<file path="src/srxpc_defines.vh">
// Purpose: Constants for the serial receiver PLL and recovery control bank.
// Assumes: Byte-wide registers on a 10-bit address port.
// Notes: Offsets are register addresses on the configuration port.
`ifndef SRXPC_DEFINES_VH
`define SRXPC_DEFINES_VH

// ---------------------------------------------------------------------------
// Register offsets
// ---------------------------------------------------------------------------
`define SRXPC_ADDR_SYNC_PD      10'h203
`define SRXPC_ADDR_RECOV_RST    10'h206
`define SRXPC_ADDR_RATE_MODE    10'h230
`define SRXPC_ADDR_SETUP3       10'h232
`define SRXPC_ADDR_EQ_BIAS      10'h268
`define SRXPC_ADDR_PLL_CTRL     10'h280
`define SRXPC_ADDR_PLL_FLAGS    10'h281
`define SRXPC_ADDR_FILT_A       10'h284
`define SRXPC_ADDR_FILT_B       10'h285
`define SRXPC_ADDR_FILT_C       10'h286
`define SRXPC_ADDR_PUMP_A       10'h287
`define SRXPC_ADDR_IRQ_STATUS   10'h2f0
`define SRXPC_ADDR_IRQ_CLEAR    10'h2f1
`define SRXPC_ADDR_IRQ_ENABLE   10'h2f2

// ---------------------------------------------------------------------------
// Field positions
// ---------------------------------------------------------------------------
`define SRXPC_BIT_SYNC1_OFF     1
`define SRXPC_BIT_SYNC2_OFF     0
`define SRXPC_BIT_RECOV_RUN     0
`define SRXPC_BIT_HALF_RATE     5
`define SRXPC_BIT_OVERSAMPLE    1
`define SRXPC_BIT_RECAL         2
`define SRXPC_BIT_PLL_ON        0
`define SRXPC_BIT_EDGE_HIGH     5
`define SRXPC_BIT_EDGE_LOW      4
`define SRXPC_BIT_CAL_VALID     3
`define SRXPC_BIT_LOCKED        0

// ---------------------------------------------------------------------------
// Reset values
// ---------------------------------------------------------------------------
`define SRXPC_RST_SYNC_PD       8'h00
`define SRXPC_RST_RECOV_RST     8'h01
`define SRXPC_RST_RATE_MODE     8'h20
`define SRXPC_RST_SETUP3        8'h00
`define SRXPC_RST_EQ_BIAS       8'h62
`define SRXPC_RST_PLL_CTRL      8'h00
`define SRXPC_RST_FILT_A        8'h77
`define SRXPC_RST_FILT_B        8'h87
`define SRXPC_RST_FILT_C        8'h08
`define SRXPC_RST_PUMP_A        8'h3f

// ---------------------------------------------------------------------------
// Writable masks and interrupt events
// ---------------------------------------------------------------------------
`define SRXPC_WMASK_SYNC_PD     8'h03
`define SRXPC_WMASK_RECOV_RST   8'h01
`define SRXPC_WMASK_RATE_MODE   8'h3e
`define SRXPC_WMASK_PLL_CTRL    8'h05
`define SRXPC_EQ_NORMAL         2'h0
`define SRXPC_EQ_LOW_POWER      2'h1
`define SRXPC_IRQ_LOCKED        0
`define SRXPC_IRQ_CAL_DONE      1
`define SRXPC_IRQ_EDGE          2
`define SRXPC_IRQ_LOCK_LOST     3
`define SRXPC_IRQ_WIDTH         4

`endif

</file>
<file path="src/srxpc_regs.v">
// Purpose: Control and status bank for the serial receiver PLL and recovery.
// Assumes: Single 40 MHz clock; PLL status arrives asynchronously.
// Notes: Read data stand one cycle after the read strobe.
//
// Overview of operation
// - Bit one powers down first sync buffer.
// - Bit zero powers down second sync buffer.
// - Recovery logic held in reset when zero.
// - Equaliser power field, 00 normal, 01 low.
// - Rising recalibrate bit starts new calibration.
// - PLL enable bit starts PLL and calibration.
// - Band edge flags reported; software then recalibrates.
// - Lock flag follows PLL lock, zero after reset.
//
// The strobed register port was decided locally.
`timescale 1ns/10ps
`default_nettype none
`include "srxpc_defines.vh"

module srxpc_regs (
  // Clock and reset
  input wire clk_sys,
  input wire reset_n,
  // Register port
  input wire [9:0] reg_addr,
  input wire [7:0] reg_wdata,
  input wire reg_write,
  input wire reg_read,
  output reg [7:0] reg_rdata,
  // PLL status from the analog macro, asynchronous
  input wire pll_locked_in,
  input wire pll_cal_done_in,
  input wire pll_edge_high_in,
  input wire pll_edge_low_in,
  // PLL controls
  output wire serial_pll_on,
  output reg serial_pll_cal_start,
  // Lane and sync controls
  output wire first_sync_buffer_off,
  output wire second_sync_buffer_off,
  output wire lane_recovery_run_n,
  output wire half_rate_recovery_on,
  output wire input_oversample_on,
  output wire [1:0] equaliser_power_select,
  output wire [7:0] link_setup_word_three,
  output wire [7:0] pll_filter_a,
  output wire [7:0] pll_filter_b,
  output wire [7:0] pll_filter_c,
  output wire [7:0] serial_pll_pump_value_a,
  // Interrupt
  output wire irq
);

  // -------------------------------------------------------------------------
  // Storage
  // -------------------------------------------------------------------------
  reg [7:0] sync_pd_q;
  reg [7:0] recov_rst_q;
  reg [7:0] rate_mode_q;
  reg [7:0] setup3_q;
  reg [7:0] eq_bias_q;
  reg [7:0] pll_ctrl_q;
  reg [7:0] filt_a_q;
  reg [7:0] filt_b_q;
  reg [7:0] filt_c_q;
  reg [7:0] pump_a_q;
  reg [3:0] sync1_q;
  reg [3:0] sync2_q;
  reg serial_pll_calibrated_q;
  reg cal_pending_q;
  reg serial_pll_locked_q;
  reg serial_pll_band_edge_high_q;
  reg serial_pll_band_edge_low_q;
  reg [`SRXPC_IRQ_WIDTH-1:0] irq_status_q;
  reg [`SRXPC_IRQ_WIDTH-1:0] irq_enable_q;
  reg [`SRXPC_IRQ_WIDTH-1:0] irq_events;
  reg [7:0] rdata_d;
  wire [7:0] flags;

  // Merges only the writable bits of a write; the rest keep their value.
  function [7:0] srxpc_merge;
    input [7:0] old_val;
    input [7:0] new_val;
    input [7:0] mask;
    begin
      srxpc_merge = (old_val & ~mask) | (new_val & mask);
    end
  endfunction

  function srxpc_hit;
    input [9:0] addr;
    input [9:0] target;
    begin
      srxpc_hit = reg_write && (addr == target);
    end
  endfunction

  // -------------------------------------------------------------------------
  // Status synchronisers
  // -------------------------------------------------------------------------
  // Bits: 0 locked, 1 cal done, 2 edge high, 3 edge low. Stage one is read
  // only by stage two.
  always @(posedge clk_sys or negedge reset_n) begin
    if (!reset_n) begin
      sync1_q <= 4'h0;
      sync2_q <= 4'h0;
    end else begin
      sync1_q <= {pll_edge_low_in, pll_edge_high_in, pll_cal_done_in,
                  pll_locked_in};
      sync2_q <= sync1_q;
    end
  end

  // Flags are cleared while the PLL is off, so a stale lock never shows.
  always @(posedge clk_sys or negedge reset_n) begin
    if (!reset_n) begin
      serial_pll_locked_q <= 1'b0;
      serial_pll_calibrated_q <= 1'b0;
      serial_pll_band_edge_high_q <= 1'b0;
      serial_pll_band_edge_low_q <= 1'b0;
      cal_pending_q <= 1'b0;
    end else begin
      serial_pll_locked_q <= sync2_q[0] & serial_pll_on;
      // A new calibration invalidates the previous result.
      if (serial_pll_cal_start || !serial_pll_on)
        serial_pll_calibrated_q <= 1'b0;
      else
        serial_pll_calibrated_q <= sync2_q[1] & !cal_pending_q;
      // The done level of the last run is still in the synchroniser after
      // a restart, so it is ignored until it has been seen low. A PLL that
      // kept its done level high through a restart would never clear this.
      if (!serial_pll_on)
        cal_pending_q <= 1'b0;
      else if (serial_pll_cal_start)
        cal_pending_q <= 1'b1;
      else if (!sync2_q[1])
        cal_pending_q <= 1'b0;
      serial_pll_band_edge_high_q <= sync2_q[2] & serial_pll_on;
      serial_pll_band_edge_low_q <= sync2_q[3] & serial_pll_on;
    end
  end

  assign flags = {2'b00, serial_pll_band_edge_high_q,
                  serial_pll_band_edge_low_q, serial_pll_calibrated_q,
                  2'b00, serial_pll_locked_q};

  // -------------------------------------------------------------------------
  // Register writes
  // -------------------------------------------------------------------------
  always @(posedge clk_sys or negedge reset_n) begin
    if (!reset_n) begin
      sync_pd_q <= `SRXPC_RST_SYNC_PD;
      recov_rst_q <= `SRXPC_RST_RECOV_RST;
      rate_mode_q <= `SRXPC_RST_RATE_MODE;
      setup3_q <= `SRXPC_RST_SETUP3;
      eq_bias_q <= `SRXPC_RST_EQ_BIAS;
      pll_ctrl_q <= `SRXPC_RST_PLL_CTRL;
      filt_a_q <= `SRXPC_RST_FILT_A;
      filt_b_q <= `SRXPC_RST_FILT_B;
      filt_c_q <= `SRXPC_RST_FILT_C;
      pump_a_q <= `SRXPC_RST_PUMP_A;
      irq_enable_q <= {`SRXPC_IRQ_WIDTH{1'b0}};
    end else begin
      if (srxpc_hit(reg_addr, `SRXPC_ADDR_SYNC_PD))
        sync_pd_q <= srxpc_merge(sync_pd_q, reg_wdata,
                                 `SRXPC_WMASK_SYNC_PD);
      if (srxpc_hit(reg_addr, `SRXPC_ADDR_RECOV_RST))
        recov_rst_q <= srxpc_merge(recov_rst_q, reg_wdata,
                                   `SRXPC_WMASK_RECOV_RST);
      if (srxpc_hit(reg_addr, `SRXPC_ADDR_RATE_MODE))
        rate_mode_q <= srxpc_merge(rate_mode_q, reg_wdata,
                                   `SRXPC_WMASK_RATE_MODE);
      if (srxpc_hit(reg_addr, `SRXPC_ADDR_SETUP3))
        setup3_q <= reg_wdata;
      if (srxpc_hit(reg_addr, `SRXPC_ADDR_EQ_BIAS))
        eq_bias_q <= reg_wdata;
      if (srxpc_hit(reg_addr, `SRXPC_ADDR_PLL_CTRL))
        pll_ctrl_q <= srxpc_merge(pll_ctrl_q, reg_wdata,
                                  `SRXPC_WMASK_PLL_CTRL);
      if (srxpc_hit(reg_addr, `SRXPC_ADDR_FILT_A))
        filt_a_q <= reg_wdata;
      if (srxpc_hit(reg_addr, `SRXPC_ADDR_FILT_B))
        filt_b_q <= reg_wdata;
      if (srxpc_hit(reg_addr, `SRXPC_ADDR_FILT_C))
        filt_c_q <= reg_wdata;
      if (srxpc_hit(reg_addr, `SRXPC_ADDR_PUMP_A))
        pump_a_q <= reg_wdata;
      if (srxpc_hit(reg_addr, `SRXPC_ADDR_IRQ_ENABLE))
        irq_enable_q <= reg_wdata[`SRXPC_IRQ_WIDTH-1:0];
    end
  end

  // -------------------------------------------------------------------------
  // Calibration start
  // -------------------------------------------------------------------------
  // One pulse on a written 0-to-1 of the recalibrate bit, or of the enable
  // bit, since enabling the PLL also calibrates it.
  always @(posedge clk_sys or negedge reset_n) begin
    if (!reset_n) begin
      serial_pll_cal_start <= 1'b0;
    end else begin
      serial_pll_cal_start <= srxpc_hit(reg_addr, `SRXPC_ADDR_PLL_CTRL) &&
        ((reg_wdata[`SRXPC_BIT_RECAL] &&
          !pll_ctrl_q[`SRXPC_BIT_RECAL]) ||
         (reg_wdata[`SRXPC_BIT_PLL_ON] &&
          !pll_ctrl_q[`SRXPC_BIT_PLL_ON]));
    end
  end

  // -------------------------------------------------------------------------
  // Interrupts
  // -------------------------------------------------------------------------
  always @* begin
    irq_events = {`SRXPC_IRQ_WIDTH{1'b0}};
    irq_events[`SRXPC_IRQ_LOCKED] = sync2_q[0] & serial_pll_on &
                                    !serial_pll_locked_q;
    irq_events[`SRXPC_IRQ_CAL_DONE] = sync2_q[1] & serial_pll_on &
                                      !serial_pll_calibrated_q &
                                      !serial_pll_cal_start &
                                      !cal_pending_q;
    irq_events[`SRXPC_IRQ_EDGE] = (sync2_q[2] | sync2_q[3]) & serial_pll_on;
    irq_events[`SRXPC_IRQ_LOCK_LOST] = !sync2_q[0] & serial_pll_locked_q;
  end

  // A set in the same cycle as its clear wins, so no event is lost.
  always @(posedge clk_sys or negedge reset_n) begin
    if (!reset_n) begin
      irq_status_q <= {`SRXPC_IRQ_WIDTH{1'b0}};
    end else if (srxpc_hit(reg_addr, `SRXPC_ADDR_IRQ_CLEAR)) begin
      irq_status_q <= (irq_status_q & ~reg_wdata[`SRXPC_IRQ_WIDTH-1:0]) |
                      irq_events;
    end else begin
      irq_status_q <= irq_status_q | irq_events;
    end
  end

  assign irq = |(irq_status_q & irq_enable_q);

  // -------------------------------------------------------------------------
  // Read back
  // -------------------------------------------------------------------------
  always @* begin
    case (reg_addr)
      `SRXPC_ADDR_SYNC_PD: rdata_d = sync_pd_q;
      `SRXPC_ADDR_RECOV_RST: rdata_d = recov_rst_q;
      `SRXPC_ADDR_RATE_MODE: rdata_d = rate_mode_q;
      `SRXPC_ADDR_SETUP3: rdata_d = setup3_q;
      `SRXPC_ADDR_EQ_BIAS: rdata_d = eq_bias_q;
      `SRXPC_ADDR_PLL_CTRL: rdata_d = pll_ctrl_q;
      `SRXPC_ADDR_PLL_FLAGS: rdata_d = flags;
      `SRXPC_ADDR_FILT_A: rdata_d = filt_a_q;
      `SRXPC_ADDR_FILT_B: rdata_d = filt_b_q;
      `SRXPC_ADDR_FILT_C: rdata_d = filt_c_q;
      `SRXPC_ADDR_PUMP_A: rdata_d = pump_a_q;
      `SRXPC_ADDR_IRQ_STATUS: rdata_d = {4'h0, irq_status_q};
      `SRXPC_ADDR_IRQ_ENABLE: rdata_d = {4'h0, irq_enable_q};
      default: rdata_d = 8'h00;
    endcase
  end

  always @(posedge clk_sys or negedge reset_n) begin
    if (!reset_n)
      reg_rdata <= 8'h00;
    else if (reg_read)
      reg_rdata <= rdata_d;
    else
      reg_rdata <= 8'h00;
  end

  // -------------------------------------------------------------------------
  // Control outputs
  // -------------------------------------------------------------------------
  assign first_sync_buffer_off = sync_pd_q[`SRXPC_BIT_SYNC1_OFF];
  assign second_sync_buffer_off = sync_pd_q[`SRXPC_BIT_SYNC2_OFF];
  assign lane_recovery_run_n = recov_rst_q[`SRXPC_BIT_RECOV_RUN];
  assign half_rate_recovery_on = rate_mode_q[`SRXPC_BIT_HALF_RATE];
  assign input_oversample_on = rate_mode_q[`SRXPC_BIT_OVERSAMPLE];
  assign equaliser_power_select = eq_bias_q[7:6];
  assign link_setup_word_three = setup3_q;
  assign pll_filter_a = filt_a_q;
  assign pll_filter_b = filt_b_q;
  assign pll_filter_c = filt_c_q;
  assign serial_pll_pump_value_a = pump_a_q;
  assign serial_pll_on = pll_ctrl_q[`SRXPC_BIT_PLL_ON];

endmodule // srxpc_regs
`default_nettype wire

</file>
<file path="config.mk">
export PLATFORM = sky130hd
export DESIGN_NAME = srxpc_regs
export DESIGN_NICKNAME = d
export VERILOG_FILES = /design/src/srxpc_regs.v
export VERILOG_INCLUDE_DIRS = /design/src
export SDC_FILE = /design/constraint.sdc
export NUM_CORES = 1
export LEC_CHECK = 0
export BUFFER_PORTS_ARGS = -buffer_cell sky130_fd_sc_hd__clkbuf_2
export CORE_UTILIZATION = 30
export CTS_CLUSTER_SIZE = 20
export DETAILED_ROUTE_END_ITERATION = 6
export SYNTH_ARGS = -nofsm -noshare
export SYNTH_HDL_FRONTEND = slang
export SYNTH_SLANG_ARGS = --single-unit
</file>
<file path="constraint.sdc">
create_clock -name clk_sys -period 1.6 [get_ports clk_sys]
set_input_delay 0.16 -clock clk_sys [delete_from_list [all_inputs] [get_ports clk_sys]]
set_output_delay 0.16 -clock clk_sys [all_outputs]
set_load 0.02 [all_outputs]
</file>
After elaboration in Yosys (flattened, before gate mapping). Cells that the tools add are included.

Flip-flop bits (word level): 110. Latch bits: 0. Memory bits (writable): 0. Bits in read-only memories: 0. Input bits: 26. Memories: 0.

Add/sub/neg operators: 0. Multipliers: 0. Divide/modulo/power cells: 0. Order comparisons: 0. Equal/unequal tests: 15. Shifts and indexed selects: 0. Mux-type cells: 7. Bitwise logic cells: 21. Reduce and logical (&&, ||, !) cells: 25.

Operators with widths (count): $eq A10 B10 Y1 const B (14); $pmux W8 S13 (1); $logic_and A1 B1 Y1 (15); $and A1 B1 Y1 (11); $and A4 B4 Y4 (2); $mux W8 (1); $or A4 B4 Y4 (2); $or A8 B1 Y8 (1); $or A8 B2 Y8 (1); $or A8 B3 Y8 (1); $or A8 B6 Y8 (1); $logic_not A1 Y1 (7); $mux W1 (4); $mux W4 (1); $not A4 Y4 (1); $reduce_or A4 Y1 (1); $ne A3 B3 Y1 const B (1); $logic_or A1 B1 Y1 (2); $or A1 B1 Y1 (1).

Logic depth before layout (Yosys ltp). Gate-level depths: netlist (run 1).

Depth in word-level cells: 6. Depth in mapped cells: 7. Depth with buffers taken out: 5.

Least setup slack after synthesis (run 1). Ideal clock, no wire load.

Path kind: input to register. Start: in reg_addr[6]. End: reg setup3_q[0] (netlist: link_setup_word_three[0]). Library setup time: 0.125 ns. Data arrival time: 1.520 ns. Data required time: 1.475 ns. Slack: -0.045 ns. Stages: 6. Buffers on the path: 2. Path through: clkbuf_1 > and4bb_2 > and3_1 > buf_2 > nand2_2 > mux2_2.

Longest elaborated chain between the ends: 2.

RTL lines: start: declaration (RTL line srxpc_regs.v:25) `input wire [9:0] reg_addr,`; $eq A10 B10 Y1 (RTL line srxpc_regs.v:94) `srxpc_hit = reg_write && (addr == target);`; $logic_and A1 B1 Y1 (RTL line srxpc_regs.v:94); end signal: assignment (RTL line srxpc_regs.v:155) `` setup3_q <= `SRXPC_RST_SETUP3; ``; end signal: assignment (RTL line srxpc_regs.v:174) `setup3_q <= reg_wdata;`; end: declaration (RTL line srxpc_regs.v:60) `reg [7:0] setup3_q;`.

Every way passes these cells. A chain may end at the register's enable or synchronous reset.

Worst setup path in the final report (run 1).
Start: reg filt_b_q[3] (netlist: pll_filter_b[3]). End: reg reg_rdata[3].

Longest elaborated chain between the ends: 2.

RTL lines: start: declaration (RTL line srxpc_regs.v:64) `reg [7:0] filt_b_q;`; start signal: assignment (RTL line srxpc_regs.v:159) `` filt_b_q <= `SRXPC_RST_FILT_B; ``; start signal: assignment (RTL line srxpc_regs.v:183) `filt_b_q <= reg_wdata;`; $pmux W8 S13 (RTL line srxpc_regs.v:243) `case (reg_addr)`; $mux W8 (RTL line srxpc_regs.v:264) `else if (reg_read)`; end signal: assignment (RTL line srxpc_regs.v:265) `reg_rdata <= rdata_d;`; end: declaration (RTL line srxpc_regs.v:29) `output reg [7:0] reg_rdata,`.

Every way passes these cells.

==> flow_metrics.py, run 1 <==
metrics = {
    "outcome": {
        "run_status": "finished clean",
    },
    "detailed_routing": {
        "routed-via-count": 3060,
        "post_drt_via_cell_ratio": 5.058,
        "wl_um": 11210,
        "route.detailed.drc": 0,
        "routedWlPerCell_um": 18.53,
        "postRouteAntennaNets": 0,
        "drt-initial-drc-count": 125,
        "drtPass1Iterations": 4,
    },
    "layout": {
        "drive_gt1_share_pct": 59.35,
        "nNetsFinal": 454,
        "num_antenna_cells": 0,
        "area_growth_pct": 32.54,
        "layout.cells.non_filler": 605,
    },
    "synth": {
        "synth_xor_area_share_pct": 0,
        "syn_area_per_cell_um2": 13.74,
        "synth_top_area_share_pct": 41.02,
        "synthMuxAreaShare_pct": 21.50,
        "synth.distinct_cells": 48,
        "synth_top_family_by_area": "multiplexers",
        "synth_adder_area_share_pct": 0,
        "yosys_warnings": 0,
        "synth_compound_area_share_pct": 8.888,
        "yosys_register_bits": 88,
        "yosysTopAreaCell": "dfrtp_1",
        "yosys-top-cells-area": "dfrtp_1 41%, mux2_2 17%, dfstp_2 14%",
        "yosys.area_share.simple_pct": 11.72,
        "syn_area_um2": 4026,
        "yosysSeqAreaShare_pct": 55.38,
        "synth_edf_count": 0,
        "syn_inst": 293,
        "ys_async_sr_fraction_pct": 100.0,
        "synthFlopType": "dfrtp_1",
        "syn_nets": 319,
    },
    "floorplan": {
        "fp.dieH_um": 117.9,
        "chipWidth_um": 117.9,
        "rows": 41,
        "die-area_um2": 13890,
        "fp.coreArea_um2": 12880,
        "initial_core_util_pct": 31.27,
        "io_pins": 84,
    },
    "placement": {
        "gp_congestion": 0.9213,
        "dp_slack_ps": -199.8,
        "portBuffers": 83,
        "dp.cells": 583,
        "dp_hpwl_um": 8427,
    },
    "run": {
        "drv_cap": 0,
    },
    "clocking": {
        "path_clk_slew_ps": 70,
        "cts.htree.levels": 3,
        "clk_latency_ps": 330,
        "cts_tree": "built",
        "cts.sinks": 88,
        "clk_path_buf_depth": 2,
        "cts.root.buffer_cell": "clkbuf_16",
        "cts-buffers-inserted": 9,
    },
    "critical_path": {
        "crit_path_start": "pll_filter_b[3]",
        "crit_type": "flop to flop",
        "r2r_setup_slack_ps": 70,
        "start_kind": "flop",
        "cp_data_arrival_time_ps": 1720,
        "cp-end-kind": "flop",
        "required_ps": 1790,
        "worstReg2RegStart": "pll_filter_b[3]",
        "reg2reg_depth": 4,
        "cp-endpoint": "reg_rdata[3]",
        "timing.rr.end": "reg_rdata[3]",
        "crit_fanout": 2,
    },
    "global_routing": {
        "grt_pass1_vias": 3074,
        "grt.total_usage_pct": 16.76,
        "grt_pass1_wl_um": 17760,
        "overflow": 0,
        "grt_antenna_before_repair": 0,
        "grt_max_degree": 40,
    },
    "min_path": {
        "holdCritPathClass": "input port to flop",
    },
    "timing": {
        "min_period_over_period_pct": 95.38,
        "rsz0062_at_grt": "false",
        "skew_ps": 8.276,
        "tightest_slew_ps": 579.0,
        "worst_slack_ps": 73.95,
        "setup_viol": 0,
        "max_slew_margin_pct": 61.27,
        "slew_viol_final": 0,
        "period_minus_slack_ps": 1526,
        "fmax_mhz": 655.3,
        "hold_viol_final": 0,
    },
    "pwr": {
        "power_density_nw_per_um2": 873.2,
        "ir_drop_mv": 0.5801,
        "p_leak_uw": 0.002570,
    },
}
==> through the flow <==
step                TNS [ps]  util, %  hold slack [ps]  area, um^2  total power (uW)
floorplan                  0        -           -135.6        4031              2510
global placement       -7242    38.78            94.97        4994              2727
detailed placement     -7825    38.78            96.66        4994              2732
CTS                        0    41.38            132.3        5328              4721
global route               0    41.44            155.5        5336              4833
finish                     0    41.44            138.8        5336              4660
==> worst max-delay path: stages, from the launching register on <==
cell and delay [ps]:
dfrtp_1 380, mux4_2 470, a32o_2 270, a221oi_2 170
a31oi_1 100
==> kinds of logic after synthesis <==
| group | after synthesis |
|---|---|
| compound gates | 44 |
| buf+inv | 19 |
| flops | 88 |
| mux | 70 |
| simple gates | 72 |
==> layout by cell type (no fill, tap or decap), types with 3 or more instances in the layout <==
cell           count
a21oi_1            8
a22o_1             6
a22oi_1            5
a31oi_1            5
a32o_1             3
a32oi_1            5
and2_1             4
and3_1             3
buf_12             3
buf_4             51
clkbuf_16          9
clkbuf_2          82
dfrtp_1           66
dfstp_2           22
dlygate4sd3_1      5
mux2_2            62
mux4_2             7
nand2_1           23
nand2b_1           3
nand3_1            5
nand4_1            3
nor2_1             5
nor2b_1            4
nor3_1             3
nor4bb_1           3
==> cell type report <==
type / instances / area, um^2
fillers: 1211 / 7540
inverters: 2 / 7.507
flip-flops and latches: 88 / 2230
multi-input cells: 186 / 1703
well taps: 172 / 215.2
clock inverters: 3 / 17.52
repair buffers: 141 / 903.4
clock buffers: 13 / 260.3
==> power breakdown <==
part / total, uW / switching [uW] / leakage (uW) / internal (uW)
logic: 375 / 210 / 0.00131 / 165
registers: 2330 / 40.5 / 0.00112 / 2290
clock network: 1960 / 826 / 0.000136 / 1130
==> worst min-delay path by stage <==
stage	from	end	slack, ps	cells after the start
after CTS	reg_read	reg_rdata[5]	130	3
final	reg_read	reg_rdata[3]	140	3
after global placement	reset_n	irq_enable_q[3]	90	1
after detailed placement	reset_n	irq_enable_q[3]	100	1
after global routing	reg_read	reg_rdata[3]	160	3
after floorplan	reset_n	cal_pending_q	-140	0
==> synth_stat cells (3+ instances only) <==
master    count
a31oi_1       5
a21oi_1       8
nor4bb_1      3
nand3_1       5
mux4_2        7
a22o_1        6
and2_1        4
buf_4         4
a32oi_1       5
nor2_1        5
buf_2         6
nor3_1        3
and3_1        3
nor2b_1       4
a32o_1        4
nand2_1      23
nand4_1       3
dfrtp_1      66
mux2_2       62
dfstp_2      22
a22oi_1       5
clkbuf_1      6
nand2b_1      3
==> per-layer routing <==
metal	routed length [um]	part of all wire (%)	vias up	track usage, %
li1	-	-	1383	-
met2	5158	46	93	25.37
met5	0	0	-	0
met3	567	5.1	7	3.537
met4	93	0.83	0	4.006
met1	5389	48	1577	24.32
==> sequential cells by signal, indices dropped and copies added (netlist names) <==
name / flops
serial_pll_locked_q: 1
serial_pll_cal_start: 1
sync_pd_q: 2
recov_rst_q: 1
link_setup_word_three: 8
pll_ctrl_q: 2
serial_pll_pump_value_a: 8
pll_filter_b: 8
serial_pll_band_edge_low_q: 1
sync2_q: 4
pll_filter_c: 8
irq_status_q: 4
cal_pending_q: 1
irq_enable_q: 4
serial_pll_calibrated_q: 1
reg_rdata: 8
eq_bias_q: 8
rate_mode_q: 5
serial_pll_band_edge_high_q: 1
pll_filter_a: 8
sync1_q: 4
==> repair_timing <==
action	CTS	global route
pin swaps	0	1
setup buffers	0	1
endpoints found under the setup margin	1	1
endpoints found under the hold margin	17	0
hold buffers	5	0
gates resized for setup	1	1
Note: power is estimated with default switching activity, not from simulation.
==> run 2, diff against run 1 <==
Clock period 1.6 ns to 1.4 ns, I/O delays scaled along.
==> flow_metrics.py, run 2 (synthesized netlist as in run 1, its figures left out) <==
metrics = {
    "critical_path": {
        "required_ps": 1610,
        "cp_slowest_cell": "mux4_2",
        "crit_family": "compound AO/OA/AOI/OAI gates",
        "path_buf_inv": 0,
        "path_cells": "mux4_2, a32o_2, a221oi_2, a31oi_1",
        "cp_data_arrival_time_ps": 1800,
        "crit_fanout": 2,
        "critPathMaxStageDelay_ps": 470,
        "cp-end-kind": "flop",
        "crit_type": "flop to flop",
        "start_kind": "flop",
    },
    "layout": {
        "fin_util_pct": 43.60,
        "final_common_cell": "clkbuf_2",
        "n_fill_cell": 1184,
        "multiInputGateArea_um2": 1889,
        "final_cell_mix": "78 x clkbuf_2, 64 x dfrtp_1, 61 x buf_4",
        "seq_area_um2": 2232,
        "area_growth_pct": 39.43,
        "drive_gt1_share_pct": 66.37,
        "num_antenna_cells": 0,
        "nNetsFinal": 464,
    },
    "global_routing": {
        "grt_antenna_before_repair": 0,
        "grt.total_usage_pct": 17.43,
        "grt_pass1_vias": 3297,
        "met1_usage_pct": 22.44,
        "grt_pass1_wl_um": 18230,
        "grt_max_degree": 40,
        "grtUsageMet3_pct": 4.021,
        "met2_usage_pct": 27.87,
        "busiest_layer": "met2",
        "overflow": 0,
    },
    "timing": {
        "period_minus_slack_ps": 1592,
        "min_period_over_period_pct": 113.7,
        "skew_ps": 6.320,
        "slew_viol_final": 0,
        "hold_viol_final": 0,
        "setup_viol": 7,
        "fmax_mhz": 628.1,
        "max_slew_margin_pct": 72.57,
        "finalSetupTns_ps": -393.2,
        "worst_slack_ps": -192.1,
        "rsz0062_at_grt": "true",
        "tightest_slew_ps": 405.9,
    },
    "floorplan": {
        "chipWidth_um": 117.9,
        "initial_core_util_pct": 31.27,
        "die-area_um2": 13890,
        "rows": 41,
        "io_pins": 84,
        "fp.dieH_um": 117.9,
        "fp.coreArea_um2": 12880,
    },
    "pwr": {
        "switching_share_pct": 24.27,
        "power_density_nw_per_um2": 943.4,
        "switching_power_uw": 1285,
        "seq_power_share_pct": 50.2,
        "comb_power_share_pct": 8.7,
        "p_int_uw": 4011,
        "clkPwrFrac_pct": 41.1,
        "p_leak_uw": 0.002730,
        "ir_drop_mv": 0.4829,
    },
    "clocking": {
        "clk_latency_ps": 340,
        "clk_path_buf_depth": 2,
        "cts-buffers-inserted": 9,
        "cts.htree.levels": 3,
        "cts_tree": "built",
        "path_clk_slew_ps": 60,
        "cts.sinks": 88,
        "cts.root.buffer_cell": "clkbuf_16",
    },
    "detailed_routing": {
        "routed-via-count": 3105,
        "drt-initial-drc-count": 124,
        "post_drt_via_cell_ratio": 5.049,
        "route.detailed.drc": 0,
        "routedWlPerCell_um": 18.97,
        "drtPass1Iterations": 4,
        "postRouteAntennaNets": 0,
        "wl_um": 11670,
    },
    "placement": {
        "gp_congestion": 0.8447,
        "portBuffers": 83,
        "dp_hpwl_um": 8462,
    },
    "min_path": {
        "holdCritPathClass": "input port to flop",
    },
    "outcome": {
        "violations": "setup timing",
        "run_status": "finished with violations",
    },
    "run": {
        "drv_cap": 0,
    },
}
==> run 2: layer usage <==
metal	part of all wire, %	up-vias
met5	0	-
li1	-	1400
met1	44	1595
met3	4.8	20
met2	49	90
met4	1.9	0
==> run 2: final cells by class <==
cell class	count	share of cell area [%]
clock inverters	6	0.6017
well taps	172	3.833
inverters	2	0.1337
clock buffers	10	4.078
repair buffers	151	17.94
flip-flops and latches	88	39.76
multi-input cells	186	33.65
==> run 2: power by group through the flow <==
stage	logic [uW]	clock network (uW)	registers, uW
after floorplan	178	0	2710
after global placement	435	0	2700
after detailed placement	443	0	2700
after CTS	457	2230	2660
after global routing	500	2330	2660
final	463	2180	2660
==> run 2: path summary, 6_finish.rpt <==
kind	from	to	slack, ps	cells past startpoint
max	pll_filter_a[3]	reg_rdata[3]	-190	4
min	reg_read	reg_rdata[1]	50	3
max reg2reg	pll_filter_a[3]	reg_rdata[3]	-190	4
min reg2reg	sync1_q[3]	sync2_q[3]	350	0
max in group asynchronous	reset_n	serial_pll_pump_value_a[3]	560	3
min in group asynchronous	reset_n	cal_pending_q	250	2
==> run 2: worst min-delay path: stages <==
cell	delay [ps]
clkbuf_2	110
o41ai_4	70
a31oi_2	40
==> run 2: metrics by stage <==
step	area (um^2)	hold WS, ps	instances	worst slack [ps]	total power, uW
3_5_place_dp	5139	73.71	590	-405.2	3143
5_1_grt	5614	54.95	615	-264.3	5496
4_1_cts	5473	111.2	612	-182.6	5343
3_3_place_gp	5139	72.15	590	-361.3	3133
6_report	5614	53.85	615	-192.1	5297
2_1_floorplan	4151	-155.6	293	-173.0	2888
==> run 2: repair_timing <==
action,4_1_cts,5_1_grt
endpoints found under the setup margin,8,8
endpoints found under the hold margin,25,0
gates resized for setup,4,29
hold buffers,5,0
buffers inserted,1,4
pin swaps,2,7
==> run 3, diff against run 2 <==
--- a/config.mk
+++ b/config.mk
@@ -12,2 +12,3 @@
 export DETAILED_ROUTE_END_ITERATION = 6
+export SKIP_CTS_REPAIR_TIMING = 1
 export SYNTH_ARGS = -nofsm -noshare
--- a/constraint.sdc
+++ b/constraint.sdc
@@ -3,2 +3,2 @@
 set_output_delay 0.14 -clock clk_sys [all_outputs]
-set_load 0.02 [all_outputs]
+set_load 0.005 [all_outputs]
==> flow_metrics.py, run 3 (synthesized netlist as in run 1, its figures left out) <==
metrics = {
    "min_path": {
        "whs_path_depth": 2,
        "hp-start": "reg_wdata[7]",
        "holdCritPathClass": "input port to flop",
        "hold_end": "pll_filter_c[7]",
    },
    "floorplan": {
        "rows": 41,
        "io_pins": 84,
        "initial_core_util_pct": 31.27,
        "die-area_um2": 13890,
        "chipWidth_um": 117.9,
        "fp.dieH_um": 117.9,
        "fp.coreArea_um2": 12880,
    },
    "detailed_routing": {
        "drt-initial-drc-count": 167,
        "routed-via-count": 3021,
        "postRouteAntennaNets": 0,
        "route.detailed.drc": 0,
        "routedWlPerCell_um": 18.65,
        "wl_um": 11380,
        "post_drt_via_cell_ratio": 4.952,
        "drtPass1Iterations": 4,
    },
    "clocking": {
        "cts.sinks": 88,
        "cts_tree": "built",
        "cts.htree.levels": 3,
        "clk_path_buf_depth": 2,
        "path_clk_slew_ps": 60,
        "cts.root.buffer_cell": "clkbuf_16",
        "cts-buffers-inserted": 9,
        "clk_latency_ps": 340,
    },
    "critical_path": {
        "reg2reg_depth": 4,
        "timing.rr.end": "reg_rdata[3]",
        "worstReg2RegStart": "pll_filter_b[3]",
        "critPathMaxStageDelay_ps": 450,
        "crit_fanout": 2,
        "crit_type": "flop to flop",
        "cp-end-kind": "flop",
        "path_cells": "mux4_2, a32o_2, a221oi_2, a31oi_1",
        "r2r_setup_slack_ps": -140,
        "required_ps": 1610,
        "cp_data_arrival_time_ps": 1750,
        "start_kind": "flop",
        "cp_slowest_cell": "mux4_2",
    },
    "global_routing": {
        "grt.total_usage_pct": 16.91,
        "overflow": 0,
        "busiest_layer": "met2",
        "grt_max_degree": 52,
        "met1_usage_pct": 23.33,
        "grt_pass1_vias": 3206,
        "grt_antenna_before_repair": 0,
        "grt_pass1_wl_um": 17960,
        "met2_usage_pct": 26.47,
        "grtUsageMet3_pct": 2.713,
    },
    "timing": {
        "period_minus_slack_ps": 1539,
        "hold_viol_final": 0,
        "slew_viol_final": 0,
        "fmax_mhz": 650.0,
        "skew_ps": 9.127,
        "worst_slack_ps": -138.6,
        "min_period_over_period_pct": 109.9,
        "setup_viol": 3,
        "max_slew_margin_pct": 78.58,
        "tightest_slew_ps": 318.8,
        "rsz0062_at_grt": "true",
        "finalSetupTns_ps": -170.1,
    },
    "pwr": {
        "power_density_nw_per_um2": 948.0,
        "seq_power_share_pct": 50.7,
        "p_leak_uw": 0.002697,
        "ir_drop_mv": 0.4125,
        "switching_power_uw": 1186,
        "p_int_uw": 4064,
        "switching_share_pct": 22.59,
        "comb_power_share_pct": 8.1,
        "clkPwrFrac_pct": 41.2,
        "total_power_uw": 5250,
    },
    "placement": {
        "dp_hpwl_um": 8404,
        "portBuffers": 83,
        "dp.cells": 585,
        "post_dp_cell_area_um2": 5091,
        "gp_congestion": 0.8583,
        "dp_slack_ps": -420.1,
    },
    "outcome": {
        "run_status": "finished with violations",
        "violations": "setup timing",
    },
    "layout": {
        "nNetsFinal": 459,
        "drive_gt1_share_pct": 63.70,
        "layout.cells.non_filler": 610,
        "area_growth_pct": 37.54,
        "final_common_cell": "clkbuf_2",
        "num_antenna_cells": 0,
        "fin_area_um2": 5538,
        "n_fill_cell": 1217,
        "final_cell_mix": "80 x clkbuf_2, 66 x dfrtp_1, 61 x mux2_2",
    },
    "run": {
        "drv_cap": 0,
    },
}
==> run 3: cell types whose count changed in the layout (fill, tap and decap cells not counted), moves of 2 or more <==
cell      change
dfrtp_1       +2
clkinv_2      -4
buf_6         -2
a31oi_4       -2
buf_12        +2
clkbuf_1      +4
buf_4         -6
clkbuf_2      +2
dfrtp_2       -2
==> run 3: worst max-delay path, delay by kind of cell (launching register included) <==
family          cells  cell delay (ps)
flops               1              380
compound gates      3              600
mux                 1              450
==> run 3: cell type report <==
cell class                 instances  area, um^2  area share, %
sequential                        88        2230          40.26
multi-input combinational        186        1848          33.37
timing repair buffer             146       974.7          17.60
clock buffer                      15       257.7          4.654
tap                              172       215.2          3.886
inverter                           2       7.507         0.1356
clock inverter                     1       5.005        0.09038
==> run 3: how the worst max path moves through the flow <==
stage | startpoint | endpoint | slack, ps
CTS | pll_filter_b[3] | reg_rdata[3] | -230
global route | pll_filter_a[3] | reg_rdata[3] | -160
finish | pll_filter_b[3] | reg_rdata[3] | -140
global placement | reg_addr[0] | reg_rdata[2] | -420
floorplan | reg_addr[4] | reg_rdata[1] | -170
detailed placement | reg_addr[2] | reg_rdata[2] | -420
==> run 3: power by group through the flow <==
stage / clock (uW) / sequential, uW / combinational, uW
3_3_place_gp: 0 / 2700 / 402
2_1_floorplan: 0 / 2690 / 171
3_5_place_dp: 0 / 2700 / 412
5_1_grt: 2320 / 2660 / 466
6_report: 2160 / 2660 / 427
4_1_cts: 2230 / 2660 / 413
==> run 3: per-stage QoR <==
step,hold WS [ps],util (%)
after global routing,133.8,43.01
after CTS,-223.2,41.58
after floorplan,-155.6,-
after global placement,135.2,39.54
after detailed placement,139.1,39.54
final,129.9,43.01
==> run 3: routing by layer <==
| metal | up-vias | part of all wire, % |
|---|---|---|
| met2 | 75 | 48 |
| met1 | 1548 | 46 |
| met3 | 14 | 3.6 |
| met5 | - | 0 |
| met4 | 0 | 1.5 |
| li1 | 1384 | - |
